$ cat src/include/bus_cycle_pkg.sv
package bus_cycle_pkg;

  ////////////////////////////////////////////////////////////////////////////
  // Bus states
  typedef enum logic [2:0] {
    IDLE,
    ADDRESS,
    DATA,
    DATA_NEXT_ADDRESS_REQUESTED,
    PIPELINE_ADDRESS,
    PIPELINE_DATA,
    TRANSITION
  } bus_state_type;

  ////////////////////////////////////////////////////////////////////////////
  // Sizes and counts
  localparam int unsigned BURST_BYTES      = 32;
  localparam int unsigned BEAT_BYTES       = 8;
  localparam int unsigned BEATS_PER_BURST  = BURST_BYTES / BEAT_BYTES;
  localparam int unsigned BEAT_COUNT_WIDTH = $clog2(BEATS_PER_BURST);
  localparam int unsigned FREQ_SELECT_WIDTH = 3;

  ////////////////////////////////////////////////////////////////////////////
  // Values after reset
  localparam bus_state_type RESET_STATE = IDLE;
  localparam logic [FREQ_SELECT_WIDTH-1:0] RESET_FREQ_SELECT = 3'h0;
  localparam logic [BEAT_COUNT_WIDTH-1:0] RESET_BEAT_COUNT = 2'h0;

endpackage

$ cat src/hw/burst_beat_counter.sv
`timescale 1ns/1ps
`default_nettype none

module burst_beat_counter #(
  parameter int unsigned BEATS = bus_cycle_pkg::BEATS_PER_BURST
) (
  input  wire logic                                      i_clock,
  input  wire logic                                      i_nrst,
  input  wire logic                                      i_ready,
  input  wire logic                                      i_burst,
  input  wire logic                                      i_abort,
  output logic                                           o_last,
  output logic [bus_cycle_pkg::BEAT_COUNT_WIDTH-1:0]     o_count
);

  typedef struct packed {
    logic [bus_cycle_pkg::BEAT_COUNT_WIDTH-1:0] count;
  } beat_type;

  beat_type q;
  beat_type d;

  localparam logic [bus_cycle_pkg::BEAT_COUNT_WIDTH-1:0] LAST_INDEX =
    bus_cycle_pkg::BEAT_COUNT_WIDTH'(BEATS - 1);

  ////////////////////////////////////////////////////////////////////////////
  // Single transfers end on the first ready, bursts on the fourth
  always_comb begin
    d = q;
    o_last = i_ready && (!i_burst || (q.count == LAST_INDEX));
    if (i_abort || o_last) begin
      d.count = bus_cycle_pkg::RESET_BEAT_COUNT;
    end else if (i_ready) begin
      d.count = q.count + 1'b1;
    end
  end

  always_ff @(posedge i_clock or negedge i_nrst) begin
    if (!i_nrst) begin
      q.count <= bus_cycle_pkg::RESET_BEAT_COUNT;
    end else begin
      q <= d;
    end
  end

  assign o_count = q.count;

endmodule

`default_nettype wire

$ cat src/hw/bus_cycle_fsm.sv
// Overview of operation
// - All bus inputs sampled and outputs changed on rising bus clock edges.
// - Frequency select caught at reset release; flush caught then and every edge.
// - In boundary-scan mode the bus machine parks in Idle and ignores ready.
// - Idle drives nothing and waits for an internal cycle request.
// - Last ready in Data, or Data-next-address with nothing pending, enters Idle.
// - Reset or backoff sampled asserted forces Idle from any state.
// - Address asserts strobe exactly one clock, then goes to Data.
// - Data moves write data or awaits read; last ready returns Idle.
// - Next-address request before last ready in Data enters Data-next-address.
// - Last ready in Data-next-address goes Address if pending, else Idle.
// - Pipeline Address strobes next cycle; without last ready go Pipeline Data.
// - Last ready in pipeline states inserts Transition on direction change.
// - Next-address request ignored in Pipeline Address; never straight to Data-next.
// - Pipeline Data issues no cycles and serves current data until last ready.
// - Pipeline Data last ready, same direction: Data, or Data-next if requested.
// - Transition lasts one clock, then Data without next-address request.
// - Ready sampled every edge from the one after strobe negation, except in Transition.
// - Burst of 32 bytes completes after four ready beats of 8 bytes; single after one.
// - Without next-address request, one idle clock between last ready and next strobe.
`timescale 1ns/1ps
`default_nettype none

module bus_cycle_fsm (
  input  wire logic                                        i_clock,
  input  wire logic                                        i_nrst,
  input  wire logic                                        i_cycle_request,
  input  wire logic                                        i_cycle_write,
  input  wire logic                                        i_cycle_burst,
  input  wire logic                                        i_burst_ready_n,
  input  wire logic                                        i_next_address_request_n,
  input  wire logic                                        i_backoff_n,
  input  wire logic                                        i_scan_mode,
  input  wire logic [bus_cycle_pkg::FREQ_SELECT_WIDTH-1:0] i_bus_frequency_select,
  input  wire logic                                        i_flush_n,
  output logic                                             o_cycle_accept,
  output logic                                             o_address_strobe_n,
  output logic                                             o_bus_drive_en,
  output logic                                             o_data_drive_en,
  output logic                                             o_beat_valid,
  output logic                                             o_cycle_done,
  output logic [bus_cycle_pkg::FREQ_SELECT_WIDTH-1:0]      o_bus_frequency_select,
  output logic                                             o_flush_at_reset,
  output logic                                             o_flush_request,
  output bus_cycle_pkg::bus_state_type                     o_state
);

  typedef struct packed {
    bus_cycle_pkg::bus_state_type                  state;
    logic                                          cur_write;
    logic                                          cur_burst;
    logic                                          pend_write;
    logic                                          pend_burst;
    logic                                          na_seen;
    logic                                          straps_taken;
    logic [bus_cycle_pkg::FREQ_SELECT_WIDTH-1:0]   freq;
    logic                                          flush_at_reset;
    logic                                          flush_now;
  } ctrl_type;

  ctrl_type q;
  ctrl_type d;

  logic                                          sampling;
  logic                                          ready;
  logic                                          last;
  logic                                          na;
  logic                                          backoff_n;
  logic                                          dir_change;
  logic [bus_cycle_pkg::BEAT_COUNT_WIDTH-1:0]    beat_count;

  ////////////////////////////////////////////////////////////////////////////
  // Decode helpers
  function automatic logic is_strobe(input bus_cycle_pkg::bus_state_type s);
    is_strobe = (s == bus_cycle_pkg::ADDRESS) || (s == bus_cycle_pkg::PIPELINE_ADDRESS);
  endfunction

  function automatic logic is_sampling(input bus_cycle_pkg::bus_state_type s);
    is_sampling = (s == bus_cycle_pkg::DATA) ||
                  (s == bus_cycle_pkg::DATA_NEXT_ADDRESS_REQUESTED) ||
                  (s == bus_cycle_pkg::PIPELINE_ADDRESS) ||
                  (s == bus_cycle_pkg::PIPELINE_DATA);
  endfunction

  ////////////////////////////////////////////////////////////////////////////
  // Ready is only looked at once the current cycle's strobe has dropped
  assign sampling   = is_sampling(q.state) && !i_scan_mode;
  assign ready      = sampling && !i_burst_ready_n;
  assign na         = !i_next_address_request_n;
  assign backoff_n       = !i_backoff_n;
  assign dir_change = q.cur_write != q.pend_write;

  burst_beat_counter #(
    .BEATS (bus_cycle_pkg::BEATS_PER_BURST)
  ) u_beats (
    .i_clock (i_clock),
    .i_nrst  (i_nrst),
    .i_ready (ready),
    .i_burst (q.cur_burst),
    .i_abort (backoff_n || i_scan_mode),
    .o_last  (last),
    .o_count (beat_count)
  );

  ////////////////////////////////////////////////////////////////////////////
  // Next state
  always_comb begin
    d = q;
    o_cycle_accept = 1'b0;
    d.flush_now = !i_flush_n;
    if (!q.straps_taken) begin
      d.straps_taken = 1'b1;
      d.freq = i_bus_frequency_select;
      d.flush_at_reset = !i_flush_n;
    end
    case (q.state)
      bus_cycle_pkg::IDLE: begin
        // Without next-address request, a cycle needs an idle clock after completion, given by this state
        if (i_cycle_request) begin
          d.state = bus_cycle_pkg::ADDRESS;
          d.cur_write = i_cycle_write;
          d.cur_burst = i_cycle_burst;
          o_cycle_accept = 1'b1;
        end
      end
      bus_cycle_pkg::ADDRESS: begin
        d.state = bus_cycle_pkg::DATA;
      end
      bus_cycle_pkg::DATA: begin
        if (last) begin
          d.state = bus_cycle_pkg::IDLE;
        end else if (na) begin
          d.state = bus_cycle_pkg::DATA_NEXT_ADDRESS_REQUESTED;
        end
      end
      bus_cycle_pkg::DATA_NEXT_ADDRESS_REQUESTED: begin
        if (last && i_cycle_request) begin
          d.state = bus_cycle_pkg::ADDRESS;
          d.cur_write = i_cycle_write;
          d.cur_burst = i_cycle_burst;
          o_cycle_accept = 1'b1;
        end else if (last) begin
          d.state = bus_cycle_pkg::IDLE;
        end else if (i_cycle_request) begin
          d.state = bus_cycle_pkg::PIPELINE_ADDRESS;
          d.pend_write = i_cycle_write;
          d.pend_burst = i_cycle_burst;
          o_cycle_accept = 1'b1;
        end
      end
      bus_cycle_pkg::PIPELINE_ADDRESS: begin
        // Next-address request is not looked at here at all
        d.na_seen = 1'b0;
        if (last) begin
          d.state = dir_change ? bus_cycle_pkg::TRANSITION : bus_cycle_pkg::DATA;
          d.cur_write = q.pend_write;
          d.cur_burst = q.pend_burst;
        end else begin
          d.state = bus_cycle_pkg::PIPELINE_DATA;
        end
      end
      bus_cycle_pkg::PIPELINE_DATA: begin
        // Two cycles open: requests wait, the current one runs on
        d.na_seen = q.na_seen || na;
        if (last) begin
          d.cur_write = q.pend_write;
          d.cur_burst = q.pend_burst;
          d.na_seen = 1'b0;
          if (dir_change) begin
            d.state = bus_cycle_pkg::TRANSITION;
          end else if (q.na_seen || na) begin
            d.state = bus_cycle_pkg::DATA_NEXT_ADDRESS_REQUESTED;
          end else begin
            d.state = bus_cycle_pkg::DATA;
          end
        end
      end
      bus_cycle_pkg::TRANSITION: begin
        // One dead clock so the two drivers never overlap on the data bus
        d.state = na ? bus_cycle_pkg::DATA_NEXT_ADDRESS_REQUESTED
                     : bus_cycle_pkg::DATA;
      end
      default: begin
        d.state = bus_cycle_pkg::IDLE;
      end
    endcase
    if (backoff_n || i_scan_mode) begin
      d.state = bus_cycle_pkg::IDLE;
      d.na_seen = 1'b0;
      o_cycle_accept = 1'b0;
    end
  end

  ////////////////////////////////////////////////////////////////////////////
  // State register
  always_ff @(posedge i_clock or negedge i_nrst) begin
    if (!i_nrst) begin
      q.state <= bus_cycle_pkg::RESET_STATE;
      q.cur_write <= 1'b0;
      q.cur_burst <= 1'b0;
      q.pend_write <= 1'b0;
      q.pend_burst <= 1'b0;
      q.na_seen <= 1'b0;
      q.straps_taken <= 1'b0;
      q.freq <= bus_cycle_pkg::RESET_FREQ_SELECT;
      q.flush_at_reset <= 1'b0;
      q.flush_now <= 1'b0;
    end else begin
      q <= d;
    end
  end

  ////////////////////////////////////////////////////////////////////////////
  // Outputs; address is only meaningful to the far side with the strobe
  assign o_address_strobe_n = !is_strobe(q.state);
  assign o_bus_drive_en = (q.state != bus_cycle_pkg::IDLE) &&
                          (q.state != bus_cycle_pkg::TRANSITION);
  assign o_data_drive_en = sampling && q.cur_write;
  assign o_beat_valid = ready && !backoff_n;
  assign o_cycle_done = last && !backoff_n;
  assign o_bus_frequency_select = q.freq;
  assign o_flush_at_reset = q.flush_at_reset;
  assign o_flush_request = q.flush_now;
  assign o_state = q.state;

  ////////////////////////////////////////////////////////////////////////////
  // Checks
  property p_addr_one_clock;
    @(posedge i_clock) disable iff (!i_nrst)
    (q.state == bus_cycle_pkg::ADDRESS) && !backoff_n && !i_scan_mode
      |=> (q.state == bus_cycle_pkg::DATA) && o_address_strobe_n;
  endproperty
  a_addr_one_clock: assert property (p_addr_one_clock)
    else $error("address strobe not exactly one clock");

  property p_idle_quiet;
    @(posedge i_clock) disable iff (!i_nrst)
    (q.state == bus_cycle_pkg::IDLE) |-> !o_bus_drive_en && o_address_strobe_n
      && !o_data_drive_en;
  endproperty
  a_idle_quiet: assert property (p_idle_quiet)
    else $error("bus driven in idle");

  property p_backoff_idle;
    @(posedge i_clock) disable iff (!i_nrst)
    backoff_n |=> (q.state == bus_cycle_pkg::IDLE) && o_address_strobe_n;
  endproperty
  a_backoff_idle: assert property (p_backoff_idle)
    else $error("backoff did not force idle");

  property p_data_last_idle;
    @(posedge i_clock) disable iff (!i_nrst)
    (q.state == bus_cycle_pkg::DATA) && last && !backoff_n && !i_scan_mode
      |=> (q.state == bus_cycle_pkg::IDLE) && o_address_strobe_n && !o_bus_drive_en;
  endproperty
  a_data_last_idle: assert property (p_data_last_idle)
    else $error("data state did not end in idle with a gap");

  property p_data_na;
    @(posedge i_clock) disable iff (!i_nrst)
    (q.state == bus_cycle_pkg::DATA) && !last && na && !backoff_n && !i_scan_mode
      |=> q.state == bus_cycle_pkg::DATA_NEXT_ADDRESS_REQUESTED;
  endproperty
  a_data_na: assert property (p_data_na)
    else $error("early next address request not taken");

  property p_dna_exit;
    @(posedge i_clock) disable iff (!i_nrst)
    (q.state == bus_cycle_pkg::DATA_NEXT_ADDRESS_REQUESTED) && last && !backoff_n && !i_scan_mode
      |=> q.state == ($past(i_cycle_request) ? bus_cycle_pkg::ADDRESS
                                             : bus_cycle_pkg::IDLE);
  endproperty
  a_dna_exit: assert property (p_dna_exit)
    else $error("wrong exit on last ready after next address request");

  property p_dna_pipe;
    @(posedge i_clock) disable iff (!i_nrst)
    (q.state == bus_cycle_pkg::DATA_NEXT_ADDRESS_REQUESTED) && !last && i_cycle_request
      && !backoff_n && !i_scan_mode
      |=> !o_address_strobe_n && (q.state == bus_cycle_pkg::PIPELINE_ADDRESS);
  endproperty
  a_dna_pipe: assert property (p_dna_pipe)
    else $error("pipelined strobe not issued");

  property p_pa_next;
    @(posedge i_clock) disable iff (!i_nrst)
    (q.state == bus_cycle_pkg::PIPELINE_ADDRESS) && !last && !backoff_n && !i_scan_mode
      |=> (q.state == bus_cycle_pkg::PIPELINE_DATA) && o_address_strobe_n;
  endproperty
  a_pa_next: assert property (p_pa_next)
    else $error("pipeline address did not move to pipeline data");

  property p_turnaround;
    @(posedge i_clock) disable iff (!i_nrst)
    ((q.state == bus_cycle_pkg::PIPELINE_ADDRESS) || (q.state == bus_cycle_pkg::PIPELINE_DATA))
      && last && dir_change && !backoff_n && !i_scan_mode
      |=> (q.state == bus_cycle_pkg::TRANSITION) && !o_data_drive_en
      ##1 (q.state != bus_cycle_pkg::TRANSITION);
  endproperty
  a_turnaround: assert property (p_turnaround)
    else $error("turnaround clock missing or too long");

  property p_pa_never_dna;
    @(posedge i_clock) disable iff (!i_nrst)
    (q.state == bus_cycle_pkg::PIPELINE_ADDRESS)
      |=> q.state != bus_cycle_pkg::DATA_NEXT_ADDRESS_REQUESTED;
  endproperty
  a_pa_never_dna: assert property (p_pa_never_dna)
    else $error("pipeline address jumped to next address requested");

  property p_pd_no_strobe;
    @(posedge i_clock) disable iff (!i_nrst)
    (q.state == bus_cycle_pkg::PIPELINE_DATA) |-> o_address_strobe_n && !o_cycle_accept;
  endproperty
  a_pd_no_strobe: assert property (p_pd_no_strobe)
    else $error("new cycle issued with two outstanding");

  property p_pd_same_dir;
    @(posedge i_clock) disable iff (!i_nrst)
    (q.state == bus_cycle_pkg::PIPELINE_DATA) && last && !dir_change && !backoff_n && !i_scan_mode
      |=> q.state == ($past(q.na_seen || na) ? bus_cycle_pkg::DATA_NEXT_ADDRESS_REQUESTED
                                            : bus_cycle_pkg::DATA);
  endproperty
  a_pd_same_dir: assert property (p_pd_same_dir)
    else $error("pipeline data exit wrong");

  property p_trans_exit;
    @(posedge i_clock) disable iff (!i_nrst)
    (q.state == bus_cycle_pkg::TRANSITION) && !backoff_n && !i_scan_mode
      |=> q.state == ($past(na) ? bus_cycle_pkg::DATA_NEXT_ADDRESS_REQUESTED
                                : bus_cycle_pkg::DATA);
  endproperty
  a_trans_exit: assert property (p_trans_exit)
    else $error("transition exit wrong");

  property p_no_early_ready;
    @(posedge i_clock) disable iff (!i_nrst)
    o_beat_valid |-> o_bus_drive_en && (q.state != bus_cycle_pkg::ADDRESS);
  endproperty
  a_no_early_ready: assert property (p_no_early_ready)
    else $error("ready taken in the strobe clock");

  property p_burst_beats;
    @(posedge i_clock) disable iff (!i_nrst)
    o_cycle_done && q.cur_burst |-> beat_count == bus_cycle_pkg::BEAT_COUNT_WIDTH'(3);
  endproperty
  a_burst_beats: assert property (p_burst_beats)
    else $error("burst ended before four beats");

  c_pipeline: cover property (@(posedge i_clock) disable iff (!i_nrst)
    q.state == bus_cycle_pkg::PIPELINE_DATA);
  c_transition: cover property (@(posedge i_clock) disable iff (!i_nrst)
    q.state == bus_cycle_pkg::TRANSITION);
  c_burst_done: cover property (@(posedge i_clock) disable iff (!i_nrst)
    o_cycle_done && q.cur_burst);
  c_backoff: cover property (@(posedge i_clock) disable iff (!i_nrst)
    backoff_n && (q.state == bus_cycle_pkg::PIPELINE_DATA));

endmodule

`default_nettype wire

$ cat config.mk
export PLATFORM = sky130hd
export DESIGN_NAME = bus_cycle_fsm
export DESIGN_NICKNAME = d
export VERILOG_FILES = /design/src/include/bus_cycle_pkg.sv /design/src/hw/burst_beat_counter.sv /design/src/hw/bus_cycle_fsm.sv
export SDC_FILE = /design/constraint.sdc
export NUM_CORES = 1
export LEC_CHECK = 0
export BUFFER_PORTS_ARGS = -buffer_cell sky130_fd_sc_hd__buf_2
export CAP_MARGIN = 0
export CORE_MARGIN = 2
export CORE_UTILIZATION = 55
export DETAILED_ROUTE_END_ITERATION = 12
export MAX_ROUTING_LAYER = met4
export PLACE_DENSITY = 0.83
export REMOVE_ABC_BUFFERS = 1
export SYNTH_ARGS = -nofsm -noshare
export SYNTH_HDL_FRONTEND = slang
export SYNTH_SLANG_ARGS = --single-unit
$ cat constraint.sdc
create_clock -name i_clock -period 3 [get_ports i_clock]
set_input_delay 0.6 -clock i_clock [delete_from_list [all_inputs] [get_ports i_clock]]
set_output_delay 0.6 -clock i_clock [all_outputs]
set_load 0.02 [all_outputs]
==> results.py <==
metrics = {
    "status": {
        "outcome": "finished, final reports clean",
    },
    "drt": {
        "drtIter0Drc": 17,
        "vias": 835,
        "routed_wl_um": 1987,
        "drtAntennaViolNets": 0,
        "firstDrtPassIters": 4,
        "wl_per_cell_um": 13.25,
        "viasPerCell": 5.567,
        "route.detailed.drc": 0,
    },
    "global_route": {
        "grt_first_pass_wirelength_um": 3070,
        "grt_max_degree": 20,
        "overflow": 0,
        "grt_pass1_vias": 740,
        "antenna_found_initial": 0,
        "grtUsageTotal": 0.2058,
    },
    "clocking": {
        "cts_tree": "built",
        "clk_pin_slew_ns": 0.09,
        "clock_sinks": 16,
        "cts_hold_buf": 0,
        "postCtsSetupBuffers": 0,
        "clock_latency_ns": 0.27,
        "cts_max_level": 1,
        "clock_path_buffers": 2,
        "cts_made_buffers": 3,
        "root_buffer": "clkbuf_4",
        "cts_resized": 0,
    },
    "synth": {
        "synthArstFlopShare": 1.000,
        "synth_top_area_frac": 0.3842,
        "synth_seq_cells": 16,
        "synth_ff_type": "dfrtp_1",
        "synth_cell_types": 46,
        "syn_avg_cell_area_um2": 9.833,
        "ys_seq_area_frac": 0.3842,
        "netlist_area_mm2": 0.001042,
        "synth.top_cells.by_area": "dfrtp_1, buf_4, nand2_1",
        "synth_edf_count": 0,
        "yosys_warnings": 0,
        "synth_top_cell_by_area": "dfrtp_1",
        "synth_cells": 106,
    },
    "critical_path": {
        "rrSetupSlack_ns": 1.10,
        "crit_chain": "xnor2_1 -> nor3_2 -> and2_1 -> buf_2",
        "critPathMaxStageDelay_ns": 0.67,
        "crit_required_ns": 2.40,
        "r2r_cells": 4,
        "critical_path_class": "flip-flop to primary output",
        "critPathLaunchType": "flip-flop",
        "slowest_stage": "dfrtp_1",
        "cp-end-kind": "primary output",
        "crit-reg2reg-capture": "q[8]",
        "arrival_ns": 1.81,
        "crit_fanout": 16,
        "rr_startpoint": "o_state[1]",
    },
    "place": {
        "gp_congestion": 0.8964,
        "dp_slack_ns": 0.8128,
        "port_buffers": 26,
        "postPlaceCellArea_mm2": 0.001127,
        "hpwl_um": 1586,
    },
    "pwr": {
        "powerDensity_mw_per_mm2": 398.6,
        "ir_drop_uv": 335.4,
        "power.leakage_nw": 0.5520,
    },
    "floorplan": {
        "die_h_um": 47.53,
        "start_util": 0.5971,
        "core_mm2": 0.001745,
        "num_io_pins": 27,
        "dieArea_mm2": 0.002259,
        "core.rowCount": 15,
        "die_w_um": 47.53,
    },
    "sta": {
        "drv_slew": 0,
        "finalCriticalPeriod_ns": 2.412,
        "hold_viol_final": 0,
        "hold-worst-slack_ns": 0.2112,
        "tns_ns": 0,
        "worst_pin_slew_ns": 0.5329,
        "rsz0062_at_grt": "false",
        "relSlewSlack": 0.6448,
        "worst_slack_ns": 0.5877,
        "setup_violations": 0,
        "skew_ns": 0.001487,
        "max_clock_freq_mhz": 414.5,
        "period_share": 0.8041,
    },
    "min_path": {
        "hp-class": "input port to asynchronous set/reset pin",
    },
    "layout": {
        "mostFrequentLayoutCells": "buf_2, dfrtp_1, nand2_1",
        "layout-drive-gt1-share": 0.3200,
        "fin_area_mm2": 0.001164,
        "final_common_cell": "buf_2",
        "area_growth_syn_to_layout_pct": 11.64,
        "insertedDiodeCount": 0,
        "nets": 140,
        "final_core_util": 0.6667,
    },
    "run": {
        "max-cap-violations": 0,
    },
}
==> report_power, final <==
group	switching [mW]	total [mW]	internal, mW
Sequential	0.0150	0.245	0.230
Clock	0.0607	0.134	0.0737
Combinational	0.0493	0.0846	0.0353
==> state kept, by name (all words and copies together), names as in the netlist <==
name / flops
o_state: 3
o_flush_request: 1
u_beats.o_count: 2
o_bus_frequency_select: 3
q: 6
o_flush_at_reset: 1
==> layer usage <==
layer	vias up	share of wire	global-route usage
li1	409	-	-
met1	378	0.41	0.2440
met2	42	0.51	0.3324
met3	6	0.063	0.01887
met4	0	0.019	0.1351
met5	-	0	-
==> how the worst max path moves through the flow <==
stage	start	depth (start not counted)	to	slack (ns)
finish	o_state[1]	4	o_cycle_done	0.59
global route	o_state[1]	4	o_cycle_done	0.42
CTS	o_state[1]	4	o_cycle_done	0.59
detailed placement	i_scan_mode	4	o_cycle_accept	0.81
global placement	i_scan_mode	5	o_cycle_done	0.89
floorplan	i_scan_mode	2	o_cycle_accept	0.77
==> worst max-delay path, delay by kind of cell (launching register included) <==
| family | cells | cell delay [ns] |
|---|---|---|
| DFF | 1 | 0.67 |
| xor gates and xnor gates | 1 | 0.23 |
| buffers and inverters | 1 | 0.16 |
| and+or+nand+nor | 2 | 0.48 |
==> cell type report <==
class	count	area, um^2
clock buffers	4	36.28
fillers	155	581.8
inverters	1	3.754
multi-input cells	78	561.8
flip-flops and latches	16	400.4
well taps	25	31.28
repair buffers	26	130.1
==> metrics by stage <==
step	total power [mW]	instances
after floorplan	0.2996	95
after global placement	0.3309	146
after detailed placement	0.3341	146
after CTS	0.4723	150
after global routing	0.4920	150
final	0.4639	150
==> logic make-up (layout without fill, tap and decap cells) <==
logic type,Yosys count,in the layout,share of synthesized area
buffers and inverters,12,31,0.07682
flip-flops,16,16,0.3841
adder cells (fa/ha/maj),1,1,0.01200
AND/OR/NAND/NOR,46,46,0.2569
other,1,1,0.003598
multiplexers,7,7,0.07562
XOR/XNOR,4,4,0.04083
AO/OA/AOI/OAI,19,19,0.1501
==> synthesized netlist by cell type (2+ instances only) <==
| cell type | number |
|---|---|
| a211oi_1 | 2 |
| a21oi_1 | 3 |
| a41oi_1 | 2 |
| and2_1 | 2 |
| buf_4 | 7 |
| clkbuf_1 | 2 |
| dfrtp_1 | 16 |
| mux2_1 | 4 |
| mux2_2 | 3 |
| nand2_1 | 13 |
| nand2b_1 | 6 |
| nor2_1 | 5 |
| nor2b_1 | 4 |
| o21ai_0 | 2 |
| o311a_1 | 2 |
| or2_1 | 2 |
| xor2_1 | 2 |
(Power assumes the default switching activity.)
